[config.mk]
export PLATFORM = sky130hd
export DESIGN_NAME = tmr_top
export DESIGN_NICKNAME = d
export VERILOG_FILES = /design/src/tmr_pkg.sv /design/src/tmr_top.sv
export SDC_FILE = /design/constraint.sdc
export NUM_CORES = 1
export LEC_CHECK = 0
export BUFFER_PORTS_ARGS = -buffer_cell sky130_fd_sc_hd__buf_4
export CORE_MARGIN = 5
export CORE_UTILIZATION = 59
export CTS_CLUSTER_DIAMETER = 60
export DETAILED_ROUTE_END_ITERATION = 16
export GPL_ROUTABILITY_DRIVEN = 0
export GPL_TIMING_DRIVEN = 0
export PLACE_DENSITY = 0.85
export SLEW_MARGIN = 20
export SYNTH_ARGS = -nofsm -noshare
export SYNTH_HDL_FRONTEND = slang
export SYNTH_SLANG_ARGS = --single-unit
export TNS_END_PERCENT = 10
[constraint.sdc]
create_clock -name mclk_i -period 2.23 [get_ports mclk_i]
set_input_delay 0.223 -clock mclk_i [delete_from_list [all_inputs] [get_ports mclk_i]]
set_output_delay 0.223 -clock mclk_i [all_outputs]
set_load 0.05 [all_outputs]
[src/tmr_pkg.sv]
package tmr_pkg;
  // ----------------------------------------------------------------
  // register map
  // ----------------------------------------------------------------
  localparam logic [3:0] ADDR_CTRL = 4'h0;
  localparam logic [3:0] ADDR_COUNT = 4'h1;
  localparam logic [3:0] ADDR_RELOAD = 4'h2;
  localparam logic [3:0] ADDR_COMPARE = 4'h3;
  localparam logic [3:0] ADDR_STATUS = 4'h4;
  localparam logic [3:0] ADDR_MASK = 4'h5;
  // ----------------------------------------------------------------
  // control fields
  // ----------------------------------------------------------------
  localparam int CTRL_EN_BIT = 0;
  localparam int CTRL_POL_BIT = 1;
  localparam int CTRL_MODE_LSB = 2;
  localparam int CTRL_PRE_LSB = 4;
  localparam int CTRL_AF_BIT = 7;
  localparam logic [1:0] MODE_ONESHOT = 2'h0;
  localparam logic [1:0] MODE_CONT = 2'h1;
  localparam logic [1:0] MODE_PWM = 2'h2;
  // ----------------------------------------------------------------
  // reset and restart values
  // ----------------------------------------------------------------
  localparam logic [15:0] COUNT_RESTART = 16'h0001;
  localparam logic [15:0] COUNT_RST = 16'h0000;
  localparam logic [15:0] RELOAD_RST = 16'hFFFF;
  localparam logic [7:0] CTRL_RST = 8'h00;
  localparam logic [2:0] PRE_ONE = 3'h0;
  localparam int STAT_RELOAD_BIT = 0;
  localparam int STAT_CMP_BIT = 1;
endpackage : tmr_pkg

[src/tmr_top.sv]
// The placing of the registers and the strobed register port are this design's own decisions.
`timescale 1ns/1ps
module tmr_top
  import tmr_pkg::*;
(
  // clock and reset
  input wire logic mclk_i,
  input wire logic arst_n_i,
  // register port
  input wire logic [3:0] addr_i,
  input wire logic [15:0] wdata_i,
  input wire logic wr_i,
  input wire logic rd_i,
  output logic [15:0] rdata_o,
  // external timer input, unused in these modes
  input wire logic ext_in_i,
  // timer pin and interrupt
  output logic tout_o,
  output logic tout_oe_o,
  output logic irq_o
);

  // ----------------------------------------------------------------
  // registers
  // ----------------------------------------------------------------
  logic [7:0] ctrl;
  logic [15:0] count;
  logic [15:0] reload;
  logic [15:0] compare;
  logic [1:0] status;
  logic [1:0] mask;
  logic [6:0] pre_cnt;
  logic tout;
  logic enabled_q;

  // ----------------------------------------------------------------
  // field and strobe decode
  // ----------------------------------------------------------------
  // field decode
  wire en = ctrl[CTRL_EN_BIT];
  wire pol = ctrl[CTRL_POL_BIT];
  wire [1:0] mode = ctrl[CTRL_MODE_LSB +: 2];
  wire [2:0] pre_sel = ctrl[CTRL_PRE_LSB +: 3];
  wire af_en = ctrl[CTRL_AF_BIT];
  wire wr_ctrl = wr_i && (addr_i == ADDR_CTRL);
  wire wr_count = wr_i && (addr_i == ADDR_COUNT);
  wire wr_reload = wr_i && (addr_i == ADDR_RELOAD);
  wire wr_cmp = wr_i && (addr_i == ADDR_COMPARE);
  wire wr_stat = wr_i && (addr_i == ADDR_STATUS);
  wire wr_mask = wr_i && (addr_i == ADDR_MASK);

  // ----------------------------------------------------------------
  // timer events
  // ----------------------------------------------------------------
  // prescale factor is 2**pre_sel; only the system clock feeds it, ext_in_i never counts
  wire [6:0] pre_lim = 7'((8'h01 << pre_sel) - 8'h01);
  wire tick = en && (pre_cnt == pre_lim);
  wire at_reload = tick && (count == reload);
  wire at_cmp = tick && (count == compare) && (mode == MODE_PWM);
  wire start = wr_ctrl && wdata_i[CTRL_EN_BIT] && !en;
  wire [1:0] events = {at_cmp, at_reload};
  wire unused_ext = ext_in_i;

  // ----------------------------------------------------------------
  // prescaler
  // ----------------------------------------------------------------
  // prescaler, restarted on enable so the first tick is a full prescale period
  always_ff @(posedge mclk_i or negedge arst_n_i) begin
    if (!arst_n_i) begin
      pre_cnt <= 7'h00;
    end else if (!en || tick || start) begin
      pre_cnt <= 7'h00;
    end else begin
      pre_cnt <= pre_cnt + 7'h01;
    end
  end

  // ----------------------------------------------------------------
  // counter
  // ----------------------------------------------------------------
  // next count: reload restarts at 0001H in every mode, one-shot also stops
  // a direct count write beats the reload, so software can always reseed
  logic [15:0] next_count;
  logic next_en;
  always_comb begin
    next_count = count;
    next_en = en;
    if (wr_count) begin
      next_count = wdata_i;
    end else if (at_reload) begin
      next_count = COUNT_RESTART;
      if (mode == MODE_ONESHOT) begin
        next_en = 1'b0;
      end
    end else if (tick) begin
      next_count = count + 16'h0001;
    end
    if (wr_ctrl) begin
      next_en = wdata_i[CTRL_EN_BIT];
    end
  end

  // control and counter registers
  always_ff @(posedge mclk_i or negedge arst_n_i) begin
    if (!arst_n_i) begin
      ctrl <= CTRL_RST;
      count <= COUNT_RST;
      reload <= RELOAD_RST;
      compare <= RELOAD_RST;
    end else begin
      if (wr_ctrl) begin
        ctrl <= wdata_i[7:0];
      end
      ctrl[CTRL_EN_BIT] <= next_en;
      count <= next_count;
      if (wr_reload) begin
        reload <= wdata_i;
      end
      if (wr_cmp) begin
        compare <= wdata_i;
      end
    end
  end

  // ----------------------------------------------------------------
  // timer output
  // ----------------------------------------------------------------
  // output level; holds while disabled except on a control write, pwm edges follow polarity
  // limitation: a polarity change while running only alters the next edge
  always_ff @(posedge mclk_i or negedge arst_n_i) begin
    if (!arst_n_i) begin
      tout <= 1'b0;
    end else if (start && (wdata_i[CTRL_MODE_LSB +: 2] == MODE_PWM)) begin
      tout <= wdata_i[CTRL_POL_BIT];
    end else if (at_cmp) begin
      tout <= !pol;
    end else if (at_reload && (mode == MODE_PWM)) begin
      tout <= pol;
    end else if (at_reload) begin
      tout <= !tout;
    end else if (!en && wr_ctrl && (wdata_i[CTRL_MODE_LSB +: 2] == MODE_ONESHOT)) begin
      tout <= wdata_i[CTRL_POL_BIT];
    end
  end

  // ----------------------------------------------------------------
  // status and mask
  // ----------------------------------------------------------------
  // sticky status, set wins over a write-one clear
  // so an event in the clear cycle is never lost
  always_ff @(posedge mclk_i or negedge arst_n_i) begin
    if (!arst_n_i) begin
      status <= 2'h0;
      mask <= 2'h0;
      enabled_q <= 1'b0;
    end else begin
      status <= (status & ~(wr_stat ? wdata_i[1:0] : 2'h0)) | events;
      if (wr_mask) begin
        mask <= wdata_i[1:0];
      end
      enabled_q <= en;
    end
  end

  // ----------------------------------------------------------------
  // register read port
  // ----------------------------------------------------------------
  // read mux, one cycle latency
  logic [15:0] next_rdata;
  always_comb begin
    next_rdata = 16'h0000;
    case (addr_i)
      ADDR_CTRL: next_rdata = {8'h00, ctrl};
      ADDR_COUNT: next_rdata = count;
      ADDR_RELOAD: next_rdata = reload;
      ADDR_COMPARE: next_rdata = compare;
      ADDR_STATUS: next_rdata = {14'h0000, status};
      ADDR_MASK: next_rdata = {14'h0000, mask};
      default: next_rdata = 16'h0000;
    endcase
  end

  always_ff @(posedge mclk_i or negedge arst_n_i) begin
    if (!arst_n_i) begin
      rdata_o <= 16'h0000;
    end else begin
      rdata_o <= rd_i ? next_rdata : 16'h0000;
    end
  end

  // ----------------------------------------------------------------
  // pin and interrupt
  // ----------------------------------------------------------------
  // pin: output enable follows the alternate-function enable
  assign tout_o = tout;
  assign tout_oe_o = af_en;
  assign irq_o = |(status & mask);

  // ----------------------------------------------------------------
  // assertions
  // ----------------------------------------------------------------
  a_reload_restart: assert property (@(posedge mclk_i) disable iff (!arst_n_i)
    (at_reload && !wr_count) |=> (count == COUNT_RESTART))
    else $error("count did not restart at 0001 after reload");
  a_reload_flag: assert property (@(posedge mclk_i) disable iff (!arst_n_i)
    at_reload |=> status[STAT_RELOAD_BIT])
    else $error("reload flag not set");
  a_oneshot_stop: assert property (@(posedge mclk_i) disable iff (!arst_n_i)
    (at_reload && mode == MODE_ONESHOT && !wr_ctrl) |=> !en)
    else $error("one-shot did not stop");
  a_cont_toggle: assert property (@(posedge mclk_i) disable iff (!arst_n_i)
    (at_reload && mode == MODE_CONT && !wr_ctrl) |=> (tout != $past(tout)))
    else $error("continuous output did not toggle");
  a_pwm_cmp: assert property (@(posedge mclk_i) disable iff (!arst_n_i)
    (at_cmp && !wr_ctrl) |=> (tout == !pol))
    else $error("pwm compare level wrong");
  a_pwm_reload: assert property (@(posedge mclk_i) disable iff (!arst_n_i)
    (at_reload && mode == MODE_PWM && !at_cmp && !wr_ctrl) |=> (tout == pol))
    else $error("pwm reload level wrong");
  a_hold_off: assert property (@(posedge mclk_i) disable iff (!arst_n_i)
    (!en && !wr_count) |=> (count == $past(count)))
    else $error("count moved while disabled");
  a_count_step: assert property (@(posedge mclk_i) disable iff (!arst_n_i)
    (tick && !at_reload && !wr_count) |=> (count == $past(count) + 16'h0001))
    else $error("count did not advance by one");
  a_irq_level: assert property (@(posedge mclk_i) disable iff (!arst_n_i)
    (at_reload && mask[STAT_RELOAD_BIT] && !wr_mask) |=> irq_o)
    else $error("interrupt level wrong");
  // compare match in pwm flags its own status bit
  a_cmp_flag: assert property (@(posedge mclk_i) disable iff (!arst_n_i)
    at_cmp |=> status[STAT_CMP_BIT])
    else $error("compare flag not set");
  // pwm start level is the written polarity
  a_pwm_start: assert property (@(posedge mclk_i) disable iff (!arst_n_i)
    (start && wdata_i[CTRL_MODE_LSB +: 2] == MODE_PWM) |=> (tout == $past(wdata_i[CTRL_POL_BIT])))
    else $error("pwm start level wrong");
  // first enabled cycle never ticks unless the prescale factor is one
  a_first_tick: assert property (@(posedge mclk_i) disable iff (!arst_n_i)
    (en && !enabled_q && pre_sel != PRE_ONE) |-> !tick)
    else $error("tick came before a full prescale period");
  // output frozen while disabled, except for a control write
  a_out_hold: assert property (@(posedge mclk_i) disable iff (!arst_n_i)
    (!en && !wr_ctrl) |=> (tout == $past(tout)))
    else $error("output moved while disabled");
  // read data stand only after a read strobe
  a_read_idle: assert property (@(posedge mclk_i) disable iff (!arst_n_i)
    !rd_i |=> (rdata_o == 16'h0000))
    else $error("read data not idle");
  // count read returns the count of the strobe cycle
  a_read_count: assert property (@(posedge mclk_i) disable iff (!arst_n_i)
    (rd_i && addr_i == ADDR_COUNT) |=> (rdata_o == $past(count)))
    else $error("count read wrong");
  // reload read returns the stored reload value
  a_read_reload: assert property (@(posedge mclk_i) disable iff (!arst_n_i)
    (rd_i && addr_i == ADDR_RELOAD) |=> (rdata_o == $past(reload)))
    else $error("reload read wrong");
  // status read returns the sticky bits
  a_read_status: assert property (@(posedge mclk_i) disable iff (!arst_n_i)
    (rd_i && addr_i == ADDR_STATUS) |=> (rdata_o[1:0] == $past(status)))
    else $error("status read wrong");
  // unmapped indices read as zero
  a_read_unmapped: assert property (@(posedge mclk_i) disable iff (!arst_n_i)
    (rd_i && addr_i > ADDR_MASK) |=> (rdata_o == 16'h0000))
    else $error("unmapped read not zero");
  // mask write lands in one cycle
  a_mask_write: assert property (@(posedge mclk_i) disable iff (!arst_n_i)
    wr_mask |=> (mask == $past(wdata_i[1:0])))
    else $error("mask write lost");
  // write-one clear works when no event competes
  a_stat_clear: assert property (@(posedge mclk_i) disable iff (!arst_n_i)
    (wr_stat && wdata_i[STAT_RELOAD_BIT] && !at_reload) |=> !status[STAT_RELOAD_BIT])
    else $error("reload flag not cleared");
  // reload write lands in one cycle
  a_reload_write: assert property (@(posedge mclk_i) disable iff (!arst_n_i)
    wr_reload |=> (reload == $past(wdata_i)))
    else $error("reload write lost");
  // compare write lands in one cycle
  a_cmp_write: assert property (@(posedge mclk_i) disable iff (!arst_n_i)
    wr_cmp |=> (compare == $past(wdata_i)))
    else $error("compare write lost");
  // a written start count replaces the count at once
  a_count_write: assert property (@(posedge mclk_i) disable iff (!arst_n_i)
    wr_count |=> (count == $past(wdata_i)))
    else $error("count write lost");
  // pin enable follows the written control bit
  a_ctrl_write: assert property (@(posedge mclk_i) disable iff (!arst_n_i)
    wr_ctrl |=> (tout_oe_o == $past(wdata_i[CTRL_AF_BIT])))
    else $error("output enable write lost");

endmodule : tmr_top

Yosys cells after proc, flatten, opt, wreduce, memory -nomap -nowiden

Index checks and enable logic that the tools add are counted.

Equal/unequal tests: 11
Reductions and logical operators: 30
Multiplexer cells: 16
Bitwise logic cells: 4
Shifts and indexed selects: 1
Add/subtract/negate cells: 3

Operator list:

| operator                | count |
|---|---|
| $pmux W16 S6            | 1 |
| $mux W16                | 4 |
| $eq A16 B16 Y1          | 2 |
| $add A16 B1 Y16 const B | 1 |
| $logic_and A1 B1 Y1     | 16 |
| $mux W1                 | 9 |
| $eq A4 B2 Y1 const B    | 2 |
| $eq A4 B3 Y1 const B    | 2 |
| $add A7 B1 Y7 const B   | 1 |
| $eq A7 B7 Y1            | 1 |
| $mux W7                 | 1 |
| $shl A1 B3 Y7 const A   | 1 |
| $sub A7 B1 Y7 const B   | 1 |
| $reduce_bool A5 Y1      | 1 |
| $and A2 B2 Y2           | 2 |
| $eq A2 B2 Y1 const B    | 2 |
| $eq A4 B1 Y1 const B    | 1 |
| $logic_not A2 Y1        | 2 |
| $logic_not A4 Y1        | 1 |
| $reduce_bool A2 Y1      | 2 |
| $logic_not A1 Y1        | 3 |
| $reduce_and A3 Y1       | 1 |
| $reduce_bool A3 Y1      | 1 |
| $logic_or A1 B1 Y1      | 2 |
| 5 further kinds         | 5 |

Output and inout bits: 19
Logic and storage cells: 75
Bits in registers: 84
Bits of input ports: 25

Longest topological paths before layout

Depth after elaboration: 9
Gate-level depth with buffers: 9

Worst setup path after synthesis

No wires, ideal clock.

Path kind: register to register
Start: register count[7]
End: register count[12]
Setup slack: 0.271 ns
Cell stages (with the launch flop): 10
Buffers on the path: 2
Required time: 2.112 ns
Period minus slack after synthesis: 1.959 ns
Library setup time: 0.118 ns
Data arrival time: 1.841 ns
Path through: dfrtp_1 clkbuf_1 xnor2_1 nand4_1 nor4_2 and4b_1 buf_4 nor2_1 a32o_1 a21o_1

Longest elaborated chain between the ends: 4

RTL lines:

| what                                                     | line                         | RTL |
|---|---|---|
| start, declared                                          | tmr_top.sv:27                | `logic [15:0] count;` |
| start signal, assigned                                   | tmr_top.sv:115               | `count <= next_count;` |
| $add A16 B1 Y16 / $eq A16 B16 Y1 (equally long branches) | tmr_top.sv:96, tmr_top.sv:58 |  |
| $mux W16 / $logic_and A1 B1 Y1 (equally long branches)   | tmr_top.sv:95, tmr_top.sv:58 |  |
| $mux W16                                                 | tmr_top.sv:90                | `end else if (at_reload) begin` |
| $mux W16                                                 | tmr_top.sv:88                | `if (wr_count) begin` |

Several ways; a longest one is shown, not always the timed one. The select of a mux whose other input is x is not followed.
A chain may end at the register's enable or synchronous reset.

Worst setup path after layout

Start: register pre_cnt[4]
End: register count[12]

Longest elaborated chain between the ends: 5

RTL lines:

| what                    | line          | RTL |
|---|---|---|
| start, declared         | tmr_top.sv:32 | `logic [6:0] pre_cnt;` |
| start signal, assigned  | tmr_top.sv:74 | `pre_cnt <= pre_cnt + 7'h01;` |
| $eq A7 B7 Y1 (*)        | tmr_top.sv:57 | `wire tick = en && (pre_cnt == pre_lim);` |
| $logic_and A1 B1 Y1 (*) | tmr_top.sv:57 |  |
| $logic_and A1 B1 Y1     | tmr_top.sv:58 | `wire at_reload = tick && (count == reload);` |
| $mux W16                | tmr_top.sv:90 |  |
| $mux W16                | tmr_top.sv:88 |  |

Mark *: on every way between the ends. The rest lies on a longest branch, timed or not.

==> results.md <==
- Overall Global Routing Usage: 24.8%
- Worst Path Arrival: 2.50 ns
- Fraction of layout cells with a size suffix above 1: 34.4%
- Ys flop type: dfrtp_1
- DRT Pass-1 Iters: 8
- Post-route cell area: 5440 um2
- Initial antenna violation count: 0
- Post-synth EDFFs: 0
- Mapped Area: 4590 um2
- Max FO, Critical Path: 7
- CTS clk-pin slew, worst paths: 0.08 ns
- Period utilisation layout: 101%
- Total Die Area: 9650 um2
- Final setup fails: 2
- Port bufs: 39
- Residual DRC count: 0
- First-pass GRT wire length: 19.2 mm
- Number of synthesis warnings: 0
- I/O pin count: 44
- Fraction of registers with async set/reset: 100%
- WL/cell: 19.5 um
- Antenna-violating nets left: 0
- CP Capture Type: register
- Relative slew slack: 50.4%
- Clk Tree Root Cell: clkbuf_8
- Least-Margin Pin Slew: 0.744 ns
- Worst Skew: 0.00945 ns
- Mapped Nets: 481
- Final Hold Fails: 0
- Clock sinks: 84
- Max Buffers Root-to-Sink: 2
- TNS Setup: -0.0149 ns
- Final HPWL DP: 8.06 mm
- Die width: 98.2 um
- Fillers: 546
- CP Cell Sequence: clkbuf_1, a2111oi_1, a21oi_1, nand3_2, nand4bb_4, buf_4, o21ai_4, o21ai_0, a21o_1
- Final worst slack: -0.0134 ns
- Vias after detailed routing: 3902
- GRT overflow: 0
- Num CTS Buffers: 9
- Max IR drop VDD: 534 uV
- Required time worst endpoint: 2.49 ns
- Fin nets: 539
- Fin. max-slew vios: 0
- Layout Cells excl Fill: 619
- Synthesized instance count: 454
- Element type at the critical path start: register
- Latest clock arrival within the worst-skew pair: 0.37 ns
- Final core utilization: 71.1%
- Status: finished with violations
- Post-synthesis sequential area ratio: 46.6%
- Largest net degree at the start of global routing: 85
- Via-per-instance ratio: 6.30
- Antenna cells: 0
- Initial Util: 60.1%
- Fin crit period: 2.24 ns
- Worst path slowest cell: a2111oi_1
- Unique masters post-synth: 59
- Routed WL: 12.1 mm
- #FFs+latches synth: 84
- Achievable frequency: 0.446 GHz
- Drt initial violations: 406
- Die Ht: 98.2 um
- Placed insts: 595
- Min-Delay Path Class: in -> reg
- RR Startpoint: pre_cnt[4]
- Pwr Total: 5.04 mW
- CP Buf/Inv Count: 2
- Max-cap violations: 0
- RSZ-0062 raised after global routing: yes
- DP Area: 5010 um2
- Violated checks: negative setup slack
- Pwr Density: 926 nW/um2
- Average size of a mapped cell: 10.1 um2
- H-tree levels: 3
- Leak: 2.30 nW
- Critical Setup Path Class: reg -> reg
- Layout area overhead: 18.4%
- Max incr delay on CP: 0.42 ns
- Worst setup path start: pre_cnt[4]
- CTS tree: done
- Core area: 7650 um2
- Delay-heaviest family, CP: compound AO/OA/AOI/OAI gates
- Vias in the first global route: 3834
- Rows: 32
- Min-Delay Startpoint: wdata_i[4]
## kinds of logic (layout without fill, tap and decap cells)
kind of cell	Yosys count	count (layout)	share of synthesized area [%]
and+or+nand+nor	165	165	18.8
DFF	84	84	46.6
AOI/OAI and AO/OA	82	82	12.0
xor gates and xnor gates	46	46	8.77
muxes	38	38	9.31
buffers and inverters	37	100	3.98
adders and majority gates	2	2	0.545
## state kept, by name, indices dropped and copies added (netlist names)
register / count
status: 2
mask: 2
compare: 16
tout_o: 1
reload: 16
count: 16
ctrl: 8
rdata_o: 16
pre_cnt: 7
## through the flow
step / hold slack [ns] / setup slack (ns)
finish: 0.0866 / -0.0134
global route: 0.0846 / -0.100
CTS: 0.0722 / 0.0235
detailed placement: 0.457 / -0.143
global placement: 0.443 / -0.163
floorplan: -0.0726 / 0.271
## metal layers
layer	track usage, %	part of all wire (%)
met5	0	0
met4	10.6	3.7
met3	5.07	7.7
met2	40.3	50
met1	32.3	39
## placed cells by master (no fill, tap or decap), drive strengths merged, types with 3 or more instances in the layout
cell and n:
buf 68, nor2b 4, a211oi 3, nand2 65, o21ai 23, a21oi 19, nor3 3, xnor2 28
a22oi 8, dfrtp 52, nand3b 3, dfstp 32, nand4 8, xor2 18, a222oi 10, nand3 16
mux2 38, nor4 5, and3 6, nor2 39, clkbuf 24
## cells in the mapped netlist (2+ instances only)
cell | count | share of area, %
nand2_1 | 65 | 5.3
dfrtp_1 | 52 | 28
mux2_2 | 38 | 9.3
nor2_1 | 37 | 3.0
dfstp_2 | 32 | 18
xnor2_1 | 28 | 5.3
a21oi_1 | 19 | 2.1
clkbuf_1 | 18 | 1.5
xor2_1 | 18 | 3.4
o21ai_0 | 17 | 1.9
nand3_1 | 15 | 1.6
buf_2 | 11 | 1.2
a222oi_1 | 10 | 2.2
a22oi_1 | 8 | 1.3
nand4_1 | 8 | 1.1
and3_1 | 6 | 0.82
o21ai_1 | 5 | 0.54
nor2b_1 | 4 | 0.54
nor4_1 | 4 | 0.54
a211oi_1 | 3 | 0.49
buf_6 | 3 | 0.74
a2111oi_0 | 2 | 0.38
a21o_1 | 2 | 0.33
a22o_1 | 2 | 0.38
a31oi_1 | 2 | 0.27
a41oi_1 | 2 | 0.38
buf_4 | 2 | 0.33
ha_1 | 2 | 0.54
inv_1 | 2 | 0.16
nand2b_1 | 2 | 0.27
nand3b_1 | 2 | 0.33
nor2_2 | 2 | 0.27
nor3_4 | 2 | 0.71
nor3b_1 | 2 | 0.33
nor4bb_1 | 2 | 0.44
o211ai_1 | 2 | 0.33
## final cells by class
cell class / count / area (um2) / area share [%]
Buffer: 28 / 154 / 2.83
Clock buffer: 11 / 163 / 2.99
Clock inverter: 5 / 81.3 / 1.49
Inverter: 2 / 7.51 / 0.138
Multi-Input combinational cell: 333 / 2350 / 43.2
Sequential cell: 84 / 2150 / 39.4
Tap cell: 102 / 128 / 2.35
Timing Repair Buffer: 54 / 412 / 7.57
## power by group
group | internal, mW | switching (mW)
Sequential | 1.92 | 0.379
Clock | 0.729 | 0.582
Combinational | 0.695 | 0.735
## worst paths after layout
kind	depth (start not counted)	slack (ns)	end
max in group asynchronous	2	1.21	count[13]
min in group asynchronous	2	0.47	pre_cnt[5]
min	3	0.09	ctrl[4]
max	9	-0.01	count[12]
min reg2reg	2	0.50	compare[0]
max reg2reg	9	-0.01	count[12]
## worst register-to-register path: cells and delay by family, from the launching register on
family / cells / cell delay, ns
DFF: 1 / 0.37
AOI/OAI and AO/OA: 5 / 1.02
and+or+nand+nor: 2 / 0.36
buffers and inverters: 2 / 0.40
## timing repair
| action | 4_1_cts | 5_1_grt |
|---|---|---|
| pin swaps | 4 | 11 |
| endpoints found under the setup margin | 9 | 16 |
| resized for setup | 5 | 15 |
| hold buffers | 0 | 1 |
| buffers inserted | 4 | 10 |
| gates cloned | 0 | 0 |
| hold endpoints to repair | 0 | 52 |
Note: power is estimated with default switching activity, not from simulation.
